--- src/rtl/ers_consts.vh ---
`ifndef ERS_CONSTS_VH
`define ERS_CONSTS_VH

// ----------------------------------------------------------------
// Register indices (byte address = index * 4)
// ----------------------------------------------------------------
`define ERS_IDX_PAGE_SEL 5'h00
`define ERS_IDX_IRQ_STAT 5'h02
`define ERS_IDX_IRQ_MASK 5'h03
`define ERS_IDX_SYNC_STATE 5'h10
`define ERS_IDX_ALARM_ONE 5'h11
`define ERS_IDX_TIMER_STATE 5'h12
`define ERS_IDX_PHASE_HIGH 5'h13
`define ERS_IDX_PHASE_LOW 5'h14
`define ERS_IDX_FA_PATTERN 5'h15
`define ERS_IDX_SIGNAL_STATE 5'h16
`define ERS_IDX_JITTER_STATE 5'h17
`define ERS_IDX_NFA_PATTERN 5'h18
`define ERS_IDX_MF_PATTERN 5'h19
`define ERS_IDX_UNUSED_1A 5'h1A
`define ERS_IDX_ALARM_TWO 5'h1B
`define ERS_IDX_UNUSED_1C 5'h1C
`define ERS_IDX_UNUSED_1E 5'h1E
`define ERS_IDX_PART_IDENT 5'h1F

// ----------------------------------------------------------------
// Page selection
// ----------------------------------------------------------------
`define ERS_PAGE_W 3
`define ERS_PAGE_STATUS 3'h3
`define ERS_PAGE_RESET 3'h0

// ----------------------------------------------------------------
// Synchronization status word bit positions
// ----------------------------------------------------------------
`define ERS_SYNC_BASIC_LOSS 7
`define ERS_SYNC_MF_LOSS 6
`define ERS_SYNC_CRC4_LOSS 5
`define ERS_SYNC_EBIT_FIRST 4
`define ERS_SYNC_EBIT_SECOND 3
`define ERS_SYNC_CRC4_TIMEOUT 2
`define ERS_SYNC_PROLONGED 1
`define ERS_SYNC_INTERWORK 0

// ----------------------------------------------------------------
// Interrupt status / mask bit positions
// ----------------------------------------------------------------
`define ERS_IRQ_W 4
`define ERS_IRQ_CRC4_TIMEOUT 0
`define ERS_IRQ_PROLONGED 1
`define ERS_IRQ_BASIC_LOST 2
`define ERS_IRQ_CRC4_LOST 3
`define ERS_IRQ_RESET 4'h0

// ----------------------------------------------------------------
// Timing, counted in 125 us receive frames
// ----------------------------------------------------------------
`define ERS_FRAME_US 125
`define ERS_CRC4_WINDOW_US 8000
`define ERS_PROLONGED_US 100000
`define ERS_CRC4_WINDOW_FRAMES (`ERS_CRC4_WINDOW_US / `ERS_FRAME_US)
`define ERS_PROLONGED_FRAMES (`ERS_PROLONGED_US / `ERS_FRAME_US)
`define ERS_CRC4_CNT_W 7
`define ERS_PROLONGED_CNT_W 10

`endif

--- src/rtl/ers_sync_status_bank.v ---
// Contract
// - Status registers on page three, five-bit offset
// - Sync, alarm one, timer, phase words mapped
// - Alignment, signal, jitter patterns at 15H-19H
// - 1AH, 1CH-1EH unused; alarm two at 1BH
// - Bit 7 high while basic alignment lost
// - Bit 6 high while multiframe alignment lost
// - Bit 5 high while CRC-4 alignment lost
// - Bits 4,3 hold last multiframe E-bits
// - Bit 2 set: no CRC-4 within 8 ms
// - Timeout forces reframe if maintenance, no interworking
// - Bit 1 set after 100 ms basic loss
// - Prolonged loss alarm clears on realignment
// - Bit 0 shows CRC-4 interworking state
//
// Our own choice: the APB register port.
`include "ers_consts.vh"

module ers_sync_status_bank #(
    // Arbitrary identification value
    parameter [7:0] PART_IDENT_CODE = 8'h5A
) (
    // Clock and reset
    input wire CLK,
    input wire RESET_N,
    // APB slave
    input wire PSEL,
    input wire PENABLE,
    input wire PWRITE,
    input wire [7:0] PADDR,
    input wire [31:0] PWDATA,
    output reg [31:0] PRDATA,
    output wire PREADY,
    output wire PSLVERR,
    // Receive framer state
    input wire FRAME_TICK,
    input wire BASIC_ALIGN_OK,
    input wire MULTIFRAME_ALIGN_OK,
    input wire CRC4_ALIGN_OK,
    input wire EBIT_STROBE,
    input wire RX_EBIT_FIRST_IN,
    input wire RX_EBIT_SECOND_IN,
    input wire CRC4_INTERWORK_IN,
    input wire MAINT_OPTION,
    input wire AUTO_INTERWORK_EN,
    // Other status words from the framer
    input wire [7:0] ALARM_ONE_IN,
    input wire [7:0] TIMER_STATE_IN,
    input wire [7:0] PHASE_HIGH_IN,
    input wire [7:0] PHASE_LOW_IN,
    input wire [7:0] FA_PATTERN_IN,
    input wire [7:0] SIGNAL_STATE_IN,
    input wire [7:0] JITTER_STATE_IN,
    input wire [7:0] NFA_PATTERN_IN,
    input wire [7:0] MF_PATTERN_IN,
    input wire [7:0] ALARM_TWO_IN,
    // Framer control and interrupt
    output reg FORCE_REFRAME,
    output wire IRQ
);

    // ----------------------------------------------------------------
    // Declarations
    // ----------------------------------------------------------------
    reg [`ERS_PAGE_W-1:0] page_r;
    reg [`ERS_IRQ_W-1:0] irq_stat_r;
    wire [`ERS_IRQ_W-1:0] irq_stat_nxt;
    reg [`ERS_IRQ_W-1:0] irq_mask_r;
    reg [`ERS_IRQ_W-1:0] irq_set;
    reg err_r;
    reg rx_ebit_first_r;
    reg rx_ebit_second_r;
    reg crc4_search_timeout_r;
    reg prolonged_frame_loss_alarm_r;
    reg [`ERS_CRC4_CNT_W-1:0] crc4_cnt_r;
    reg [`ERS_PROLONGED_CNT_W-1:0] loss_cnt_r;
    reg basic_ok_d_r;
    reg crc4_ok_d_r;
    reg [7:0] rd_val;
    reg rd_err;
    reg rx_ebit_first_nxt;
    reg rx_ebit_second_nxt;
    reg [`ERS_CRC4_CNT_W-1:0] crc4_cnt_nxt;
    reg crc4_search_timeout_nxt;
    reg force_reframe_nxt;
    reg [`ERS_PROLONGED_CNT_W-1:0] loss_cnt_nxt;
    reg prolonged_frame_loss_alarm_nxt;
    reg [`ERS_PAGE_W-1:0] page_nxt;
    reg [`ERS_IRQ_W-1:0] irq_mask_nxt;
    reg [31:0] prdata_nxt;
    reg err_nxt;
    wire page_wr;
    wire mask_wr;
    wire stat_wr;
    wire [4:0] idx;
    wire setup_ph;
    wire wr_acc;
    wire multiframe_loss;
    wire crc4_multiframe_loss;
    wire crc4_interwork_state;
    wire [7:0] sync_state_word;
    wire crc4_expire;
    wire loss_expire;

    assign idx = PADDR[6:2];
    assign setup_ph = PSEL & ~PENABLE;
    assign wr_acc = PSEL & PENABLE & PWRITE;
    assign PREADY = 1'b1;
    assign PSLVERR = err_r & PSEL & PENABLE;

    // ----------------------------------------------------------------
    // Synchronization status word
    // ----------------------------------------------------------------
    // multiframe loss flag
    assign multiframe_loss = ~MULTIFRAME_ALIGN_OK;
    assign crc4_multiframe_loss = ~CRC4_ALIGN_OK;
    assign crc4_interwork_state = CRC4_INTERWORK_IN;

    assign sync_state_word = {~BASIC_ALIGN_OK,
                              multiframe_loss,
                              crc4_multiframe_loss,
                              rx_ebit_first_r,
                              rx_ebit_second_r,
                              crc4_search_timeout_r,
                              prolonged_frame_loss_alarm_r,
                              crc4_interwork_state};

    always @* begin
        rx_ebit_first_nxt = rx_ebit_first_r;
        rx_ebit_second_nxt = rx_ebit_second_r;
        if (EBIT_STROBE) begin
            rx_ebit_first_nxt = RX_EBIT_FIRST_IN;
            rx_ebit_second_nxt = RX_EBIT_SECOND_IN;
        end
    end

    always @(posedge CLK or negedge RESET_N) begin
        if (!RESET_N) begin
            rx_ebit_first_r <= 1'b0;
            rx_ebit_second_r <= 1'b0;
        end else begin
            rx_ebit_first_r <= rx_ebit_first_nxt;
            rx_ebit_second_r <= rx_ebit_second_nxt;
        end
    end

    // ----------------------------------------------------------------
    // CRC-4 search window
    // ----------------------------------------------------------------
    // window expires on 64th frame
    assign crc4_expire = FRAME_TICK & BASIC_ALIGN_OK & CRC4_ALIGN_OK == 1'b0
                         & ~crc4_search_timeout_r
                         & (crc4_cnt_r == (`ERS_CRC4_WINDOW_FRAMES - 1));

    always @* begin
        crc4_cnt_nxt = crc4_cnt_r;
        crc4_search_timeout_nxt = crc4_search_timeout_r;
        force_reframe_nxt = 1'b0;
        if (!BASIC_ALIGN_OK || CRC4_ALIGN_OK) begin
            // Window restarts at next basic alignment
            crc4_cnt_nxt = {`ERS_CRC4_CNT_W{1'b0}};
            crc4_search_timeout_nxt = 1'b0;
        end else if (crc4_expire) begin
            crc4_search_timeout_nxt = 1'b1;
            force_reframe_nxt = MAINT_OPTION & ~AUTO_INTERWORK_EN;
        end else if (FRAME_TICK && !crc4_search_timeout_r) begin
            crc4_cnt_nxt = crc4_cnt_r + 1'b1;
        end
    end

    always @(posedge CLK or negedge RESET_N) begin
        if (!RESET_N) begin
            crc4_cnt_r <= {`ERS_CRC4_CNT_W{1'b0}};
            crc4_search_timeout_r <= 1'b0;
            FORCE_REFRAME <= 1'b0;
        end else begin
            crc4_cnt_r <= crc4_cnt_nxt;
            crc4_search_timeout_r <= crc4_search_timeout_nxt;
            FORCE_REFRAME <= force_reframe_nxt;
        end
    end

    // ----------------------------------------------------------------
    // Prolonged basic frame loss
    // ----------------------------------------------------------------
    // alarm on 800th lost frame
    assign loss_expire = FRAME_TICK & ~BASIC_ALIGN_OK & ~prolonged_frame_loss_alarm_r
                         & (loss_cnt_r == (`ERS_PROLONGED_FRAMES - 1));

    always @* begin
        loss_cnt_nxt = loss_cnt_r;
        prolonged_frame_loss_alarm_nxt = prolonged_frame_loss_alarm_r;
        if (BASIC_ALIGN_OK) begin
            loss_cnt_nxt = {`ERS_PROLONGED_CNT_W{1'b0}};
            prolonged_frame_loss_alarm_nxt = 1'b0;
        end else if (loss_expire) begin
            prolonged_frame_loss_alarm_nxt = 1'b1;
        end else if (FRAME_TICK && !prolonged_frame_loss_alarm_r) begin
            loss_cnt_nxt = loss_cnt_r + 1'b1;
        end
    end

    always @(posedge CLK or negedge RESET_N) begin
        if (!RESET_N) begin
            loss_cnt_r <= {`ERS_PROLONGED_CNT_W{1'b0}};
            prolonged_frame_loss_alarm_r <= 1'b0;
        end else begin
            loss_cnt_r <= loss_cnt_nxt;
            prolonged_frame_loss_alarm_r <= prolonged_frame_loss_alarm_nxt;
        end
    end

    // ----------------------------------------------------------------
    // Interrupt events
    // ----------------------------------------------------------------
    always @(posedge CLK or negedge RESET_N) begin
        if (!RESET_N) begin
            basic_ok_d_r <= 1'b0;
            crc4_ok_d_r <= 1'b0;
        end else begin
            basic_ok_d_r <= BASIC_ALIGN_OK;
            crc4_ok_d_r <= CRC4_ALIGN_OK;
        end
    end

    always @* begin
        irq_set = {`ERS_IRQ_W{1'b0}};
        irq_set[`ERS_IRQ_CRC4_TIMEOUT] = crc4_expire & BASIC_ALIGN_OK & ~CRC4_ALIGN_OK;
        irq_set[`ERS_IRQ_PROLONGED] = loss_expire;
        irq_set[`ERS_IRQ_BASIC_LOST] = basic_ok_d_r & ~BASIC_ALIGN_OK;
        irq_set[`ERS_IRQ_CRC4_LOST] = crc4_ok_d_r & ~CRC4_ALIGN_OK;
    end

    // Write strobes, low half of the map only
    assign page_wr = wr_acc & ~PADDR[7] & (idx == `ERS_IDX_PAGE_SEL);
    assign mask_wr = wr_acc & ~PADDR[7] & (idx == `ERS_IDX_IRQ_MASK);
    assign stat_wr = wr_acc & ~PADDR[7] & (idx == `ERS_IDX_IRQ_STAT);

    // Sticky status per bit; set wins over a clear in the same cycle
    genvar g;
    generate
        for (g = 0; g < `ERS_IRQ_W; g = g + 1) begin : g_irq
            assign irq_stat_nxt[g] = (irq_stat_r[g] & ~(stat_wr & PWDATA[g])) | irq_set[g];
        end
    endgenerate

    assign IRQ = |(irq_stat_r & irq_mask_r);

    // ----------------------------------------------------------------
    // Writable registers
    // ----------------------------------------------------------------
    always @* begin
        page_nxt = page_r;
        irq_mask_nxt = irq_mask_r;
        // only page, mask and status clear are writable
        if (page_wr) begin
            page_nxt = PWDATA[`ERS_PAGE_W-1:0];
        end
        if (mask_wr) begin
            irq_mask_nxt = PWDATA[`ERS_IRQ_W-1:0];
        end
    end

    always @(posedge CLK or negedge RESET_N) begin
        if (!RESET_N) begin
            page_r <= `ERS_PAGE_RESET;
            irq_mask_r <= `ERS_IRQ_RESET;
            irq_stat_r <= `ERS_IRQ_RESET;
        end else begin
            page_r <= page_nxt;
            irq_mask_r <= irq_mask_nxt;
            irq_stat_r <= irq_stat_nxt;
        end
    end

    // ----------------------------------------------------------------
    // Read decode
    // ----------------------------------------------------------------
    always @* begin
        rd_val = 8'h00;
        rd_err = 1'b0;
        if (PADDR[7]) begin
            rd_err = 1'b1;
        end else if (idx == `ERS_IDX_PAGE_SEL) begin
            rd_val = {{(8-`ERS_PAGE_W){1'b0}}, page_r};
        end else if (idx == `ERS_IDX_IRQ_STAT) begin
            rd_val = {{(8-`ERS_IRQ_W){1'b0}}, irq_stat_r};
        end else if (idx == `ERS_IDX_IRQ_MASK) begin
            rd_val = {{(8-`ERS_IRQ_W){1'b0}}, irq_mask_r};
        end else if (idx[4] == 1'b0) begin
            rd_err = 1'b1;
        // status page needs page three selected
        end else if (page_r != `ERS_PAGE_STATUS) begin
            rd_val = 8'h00;
        // sync, alarm, timer and phase words
        end else if (idx == `ERS_IDX_SYNC_STATE) begin
            rd_val = sync_state_word;
        end else if (idx == `ERS_IDX_ALARM_ONE) begin
            rd_val = ALARM_ONE_IN;
        end else if (idx == `ERS_IDX_TIMER_STATE) begin
            rd_val = TIMER_STATE_IN;
        end else if (idx == `ERS_IDX_PHASE_HIGH) begin
            rd_val = PHASE_HIGH_IN;
        end else if (idx == `ERS_IDX_PHASE_LOW) begin
            rd_val = PHASE_LOW_IN;
        end else if (idx == `ERS_IDX_FA_PATTERN) begin
            rd_val = FA_PATTERN_IN;
        end else if (idx == `ERS_IDX_SIGNAL_STATE) begin
            rd_val = SIGNAL_STATE_IN;
        end else if (idx == `ERS_IDX_JITTER_STATE) begin
            rd_val = JITTER_STATE_IN;
        end else if (idx == `ERS_IDX_NFA_PATTERN) begin
            rd_val = NFA_PATTERN_IN;
        end else if (idx == `ERS_IDX_MF_PATTERN) begin
            rd_val = MF_PATTERN_IN;
        // alarm two; unused offsets read zero
        end else if (idx == `ERS_IDX_ALARM_TWO) begin
            rd_val = ALARM_TWO_IN;
        end else if (idx == `ERS_IDX_PART_IDENT) begin
            rd_val = PART_IDENT_CODE;
        end else begin
            rd_val = 8'h00;
        end
    end

    // ----------------------------------------------------------------
    // APB answer, captured in the setup cycle
    // ----------------------------------------------------------------
    always @* begin
        prdata_nxt = PRDATA;
        err_nxt = err_r;
        if (setup_ph) begin
            prdata_nxt = PWRITE ? 32'h0000_0000 : {24'h00_0000, rd_val};
            err_nxt = rd_err;
        end
    end

    // Answer holds through the access phase
    always @(posedge CLK or negedge RESET_N) begin
        if (!RESET_N) begin
            PRDATA <= 32'h0000_0000;
            err_r <= 1'b0;
        end else begin
            PRDATA <= prdata_nxt;
            err_r <= err_nxt;
        end
    end

endmodule

--- config.mk ---
export PLATFORM = sky130hd
export DESIGN_NAME = ers_sync_status_bank
export DESIGN_NICKNAME = d
export VERILOG_FILES = /design/src/rtl/ers_sync_status_bank.v
export VERILOG_INCLUDE_DIRS = /design/src /design/src/rtl
export SDC_FILE = /design/constraint.sdc
export NUM_CORES = 1
export LEC_CHECK = 0
export ABC_CLOCK_PERIOD_IN_PS = 4700
export BUFFER_PORTS_ARGS = -buffer_cell sky130_fd_sc_hd__buf_2
export CORE_ASPECT_RATIO = 1.4
export CORE_MARGIN = 3
export CORE_UTILIZATION = 52
export CTS_BUF_LIST = sky130_fd_sc_hd__clkbuf_4
export DETAILED_ROUTE_END_ITERATION = 12
export GPL_ROUTABILITY_DRIVEN = 0
export PLACE_DENSITY = 0.87
export SETUP_SLACK_MARGIN = 0.3
export SLEW_MARGIN = 20
export SYNTH_ARGS = -nofsm -noshare
export SYNTH_HDL_FRONTEND = slang
export SYNTH_SLANG_ARGS = --single-unit
--- constraint.sdc ---
create_clock -name CLK -period 4.7 [get_ports CLK]
set_input_delay 0 -clock CLK [delete_from_list [all_inputs] [get_ports CLK]]
set_output_delay 0 -clock CLK [all_outputs]
set_load 0.05 [all_outputs]
Word level (Yosys, flattened, before mapping)
Cells that the tools add are included.
{"block": "word_totals", "output_inout_bits": 36, "ff_bits": 68, "wordCells": 131, "input_bits": 135}
{"block": "classes", "reduce_logical": 14, "bitwise": 46, "add_sub_neg": 2, "mux": 36, "n_eq_ne": 19}
{"operator": "two-way mux 8 bit", "n": 18}
{"operator": "equality test 5 bit, second input constant", "n": 12}
{"operator": "two-way mux 10 bit", "n": 3}
{"operator": "AND 1 bit", "n": 29}
{"operator": "two-way mux 7 bit", "n": 4}
{"operator": "NOT 1 bit", "n": 12}
{"operator": "two-way mux 1 bit", "n": 11}
{"operator": "adder 10 x 1 -> 10 bit, second input constant", "n": 1}
{"operator": "equality test 10 bit, second input constant", "n": 1}
{"operator": "equality test 5 x 2 -> 1 bit, second input constant", "n": 2}
{"operator": "nonzero test 2 bit", "n": 4}
{"operator": "adder 7 x 1 -> 7 bit, second input constant", "n": 1}
{"operator": "equality test 7 x 6 -> 1 bit, second input constant", "n": 1}
{"operator": "zero test 5 bit", "n": 1}
{"operator": "AND 4 bit", "n": 1}
{"operator": "bitwise OR 1 bit", "n": 4}
{"operator": "AND reduction 2 bit", "n": 2}
{"operator": "OR reduction 4 bit", "n": 1}
{"operator": "zero test 1 bit", "n": 3}
{"operator": "!= test 3 x 2 -> 1 bit, second input constant", "n": 1}
{"operator": "logical AND 1 bit", "n": 2}
{"operator": "!= test 2 x 1 -> 1 bit, second input constant", "n": 1}
{"operator": "!= test 2 bit, second input constant", "n": 1}
{"operator": "logical OR 1 bit", "n": 1}

Longest topological paths before layout
{"block": "logic_depth", "word_depth": 20, "ltp_mapped": 8}

Worst setup path before layout
No wires, ideal clock.
{"block": "synth_path", "path_kind": "register to register", "start": "register loss_cnt_r[0]", "end": "register loss_cnt_r[4]", "t_required_ns": 4.568, "setup_ns": 0.132, "setup_slack_ns": 2.954, "path_stages_with_launch": 9, "t_arrival_ns": 1.614, "cell_sequence": "dfrtp_1 ha_1 and3b_1 and4_1 buf_2 buf_6 nor4_2 xnor2_1 nor2_1"}
{"block": "synth_between", "elab_chain_len": 4, "elab_cells_between_ends": 8}
{"element": "start, declared", "line": "ers_sync_status_bank.v:76", "rtl": "reg [`ERS_PROLONGED_CNT_W-1:0] loss_cnt_r;"}
{"element": "start signal, assigned", "line": "ers_sync_status_bank.v:205", "rtl": "loss_cnt_r <= {`ERS_PROLONGED_CNT_W{1'b0}};"}
{"element": "start signal, assigned", "line": "ers_sync_status_bank.v:208", "rtl": "loss_cnt_r <= loss_cnt_nxt;"}
{"element": "adder 10 x 1 -> 10 bit or equality test 10 bit (tied branches)", "line": "ers_sync_status_bank.v:199, ers_sync_status_bank.v:188"}
{"element": "two-way mux 10 bit or AND 1 bit (tied branches)", "line": "ers_sync_status_bank.v:198, ers_sync_status_bank.v:187"}
{"element": "two-way mux 10 bit or != test 2 bit (tied branches)"}
{"element": "two-way mux 10 bit or AND reduction 2 bit (tied branches)"}
Parallel ways exist; a longest one is shown, timed or not. The select of a mux whose other input is x is not followed.
A chain may end at the register's enable or synchronous reset.

Final worst setup path
{"block": "layout_path", "start": "register loss_cnt_r[0]", "end": "register loss_cnt_r[7]"}
Same word-level chain as after synthesis.

==> flow_summary.json <==
{
  "status": "completed",
  "synth-edff-count": 0,
  "diodes": 0,
  "grt_overflow": 0,
  "crit_path_start": "loss_cnt_r[0]$_DFFE_PN0P_",
  "coreArea_um2": 6613,
  "hold_viol_final": 0,
  "yosysSeqAreaShare_pct": 30.89,
  "dr_wl_met2_um": 5303,
  "vias": 3819,
  "place_ws_ns": 2.704,
  "die_h_um": 104.0,
  "leakage_nw": 1.970,
  "critPathLaunchType": "flip-flop",
  "drc": 0,
  "h-tree-depth": 2,
  "synth_top_area_share_pct": 30.89,
  "numCtsBuffers": 5,
  "finish.utilization_pct": 65.09,
  "antenna_found_initial": 0,
  "period_share_pct": 42.01,
  "finalWirelength_um": 10770,
  "port_buffers": 115,
  "grt_max_degree": 45,
  "dr.pass1.iters": 5,
  "die_width_um": 75.98,
  "topRoutingLayerUsed": "met4",
  "worst_slack_ns": 2.725,
  "cts.clk_slew.worst_paths_ns": 0.13,
  "drive_above_1_share_pct": 27.59,
  "min_path_type": "primary input to flip-flop",
  "p_sw_mw": 0.2820,
  "cts_setup_buffers": 0,
  "rows": 35,
  "clkPwrFrac_pct": 27.5,
  "drv_cap": 0,
  "swShare_pct": 32.37,
  "path_buf_inv": 0,
  "p_comb_share_pct": 26.8,
  "path_max_fanout": 14,
  "p_per_area_nw_per_um2": 202.4,
  "ys_types": 72,
  "yosys-top-cells-area": "dfrtp_1, o21ai_0, buf_4, nand2_1, nand3_1",
  "clock_latency_ns": 0.36,
  "ys_warn_count": 0,
  "max_freq_ghz": 0.5064,
  "drtIter0Drc": 527,
  "cts.sinks": 44,
  "grt_first_pass_wirelength_um": 17700,
  "final_max_slew_viol_count": 0,
  "vias_per_cell": 6.043,
  "rr_endpoint": "loss_cnt_r[7]$_DFFE_PN0P_",
  "slowest_stage": "dfrtp_1",
  "clk_path_buf_depth": 2,
  "r2r-start": "loss_cnt_r[0]$_DFFE_PN0P_",
  "synthCells": 424,
  "reg2reg_slack_ns": 2.73,
  "cts_tree": "done",
  "seqPwrFrac_pct": 45.7,
  "postSynth.topFlopCell": "dfrtp_1",
  "final_nets": 676,
  "total_power_mw": 0.8712,
  "slowest_delay_ns": 0.45,
  "crit_family": "simple AND/OR/NAND/NOR gates",
  "post-synth-top-area-cell": "dfrtp_1",
  "syn2layout_area_growth_pct": 20.74,
  "worst_pin_slew_ns": 0.9735,
  "fin_tns_setup_ns": 0,
  "crit_type": "flip-flop to flip-flop",
  "gr-usage-all-layers_pct": 27.20,
  "grt_pass1_vias": 3679,
  "ctsRootBufferMaster": "clkbuf_4",
  "ant_nets": 0,
  "wire_per_inst_um": 17.04,
  "r2r_cells": 6,
  "skew_ns": 0.01063,
  "dp_hpwl_um": 8028,
  "async_flop_share_pct": 100.0,
  "ir_drop_uv": 149.8,
  "wl_met3_um": 994,
  "setup_viol": 0,
  "worstPathCellList": "ha_1 -> and3b_1 -> and4_1 -> nor4_1 -> xnor2_1 -> nor2_1",
  "fill_cells": 547,
  "cp.depth": 6,
  "placed_cell_area_um2": 4004,
  "netlist_area_um2": 3565,
  "cp-endpoint": "loss_cnt_r[7]$_DFFE_PN0P_",
  "initial_utilization_pct": 53.91,
  "syn_area_per_cell_um2": 8.407,
  "wl_met1_um": 3839,
  "maxSlewHeadroom_pct": 35.10,
  "endpoint_kind": "flip-flop",
  "rsz0062_at_grt": "no",
  "crit_arrival_ns": 2.22,
  "die_area_um2": 7899,
  "internal_power_mw": 0.5892,
  "io_pins": 171,
  "critical_path_required_ns": 4.95,
  "ys_ff_latch": 44,
  "final_area_um2": 4304,
  "period_minus_slack_ns": 1.975
}
metrics by stage:
step           std cells  hold slack (ns)
4_1_cts              632         0.006117
5_1_grt              632         0.007565
6_report             632          0.02014
2_1_floorplan        447          -0.2956
3_3_place_gp         602           0.1575
3_5_place_dp         602           0.1582
area by class of cell:
type / count / area [µm²] / area share (%)
inverters: 14 / 52.55 / 1.221
well taps: 92 / 115.1 / 2.674
multi-input cells: 336 / 2152 / 50.00
clock buffers: 6 / 45.04 / 1.047
flip-flops and latches: 44 / 1101 / 25.58
repair buffers: 138 / 803.3 / 18.66
clock inverters: 2 / 35.03 / 0.8140
logic make-up after synthesis:
group           synth area share (%)
other cells                   0.2107
mux                            4.107
compound gates                 24.15
buf+inv                        11.16
xor+xnor                       2.703
simple gates                   26.08
flops                          30.89
fa+ha+maj                     0.7019
placed cells by master, fill, tap and decap left out, types with 5 or more instances in the layout:
cell,synthesis,final
buf_2,12,115
a221oi_1,5,5
o211ai_1,5,5
nand4_1,5,5
nand3_1,23,23
dfrtp_1,44,44
a31oi_1,5,5
a21oi_1,17,17
and2_1,6,6
o21ai_1,7,7
inv_1,13,13
conb_1,2,25
a32oi_1,6,6
clkbuf_4,0,6
nand2b_1,8,8
nand2_1,32,32
and3_1,6,6
dlygate4sd3_1,0,22
nor2_1,26,26
nor3_1,7,7
xnor2_1,10,10
o21ai_0,45,45
nand3b_1,5,5
nor4_1,5,5
layer usage:
layer	GRT usage [%]	vias up
li1	-	1745
met1	32.25	1766
met2	46.00	254
met3	5.459	54
met4	14.77	0
met5	0	-
state kept, by name, indices dropped and copies added (netlist names), 3 cells and up:
name and count:
irq_mask_r 4, loss_cnt_r 10, irq_stat_r 4, crc4_cnt_r 7
PRDATA 8, page_r 3
worst min-delay path: stages:
cell	delay [ns]
buf_2	0.09
o21ai_0	0.09
o211ai_1	0.17
cells in the mapped netlist (all sizes together), types with 8 or more instances:
master  instances
o21ai          52
buf            44
dfrtp          44
nand2          33
nor2           26
nand3          23
a21oi          17
inv            14
xnor2          10
clkbuf          9
mux2            9
nor3            9
nand2b          8
timing repair:
item,in CTS,in global routing
hold endpoints to repair,73,0
hold buffers,22,0
gates resized for setup,0,0
power by group through the flow:
stage,Combinational [mW],Clock [mW],Sequential (mW)
floorplan,0.156,0,0.403
global placement,0.211,0,0.404
detailed placement,0.215,0,0.405
CTS,0.230,0.247,0.398
global route,0.251,0.266,0.400
finish,0.233,0.240,0.398
how the worst min path moves through the flow:
stage / startpoint / to / cells past startpoint
2_1_floorplan: RESET_N / FORCE_REFRAME$_DFF_PN0_ / 0
3_3_place_gp: AUTO_INTERWORK_EN / FORCE_REFRAME$_DFF_PN0_ / 2
3_5_place_dp: AUTO_INTERWORK_EN / FORCE_REFRAME$_DFF_PN0_ / 2
4_1_cts: CRC4_INTERWORK_IN / PRDATA[0]$_DFFE_PN0P_ / 3
5_1_grt: CRC4_INTERWORK_IN / PRDATA[0]$_DFFE_PN0P_ / 3
6_report: CRC4_INTERWORK_IN / PRDATA[0]$_DFFE_PN0P_ / 3
Note: power is estimated with default switching activity, not from simulation.
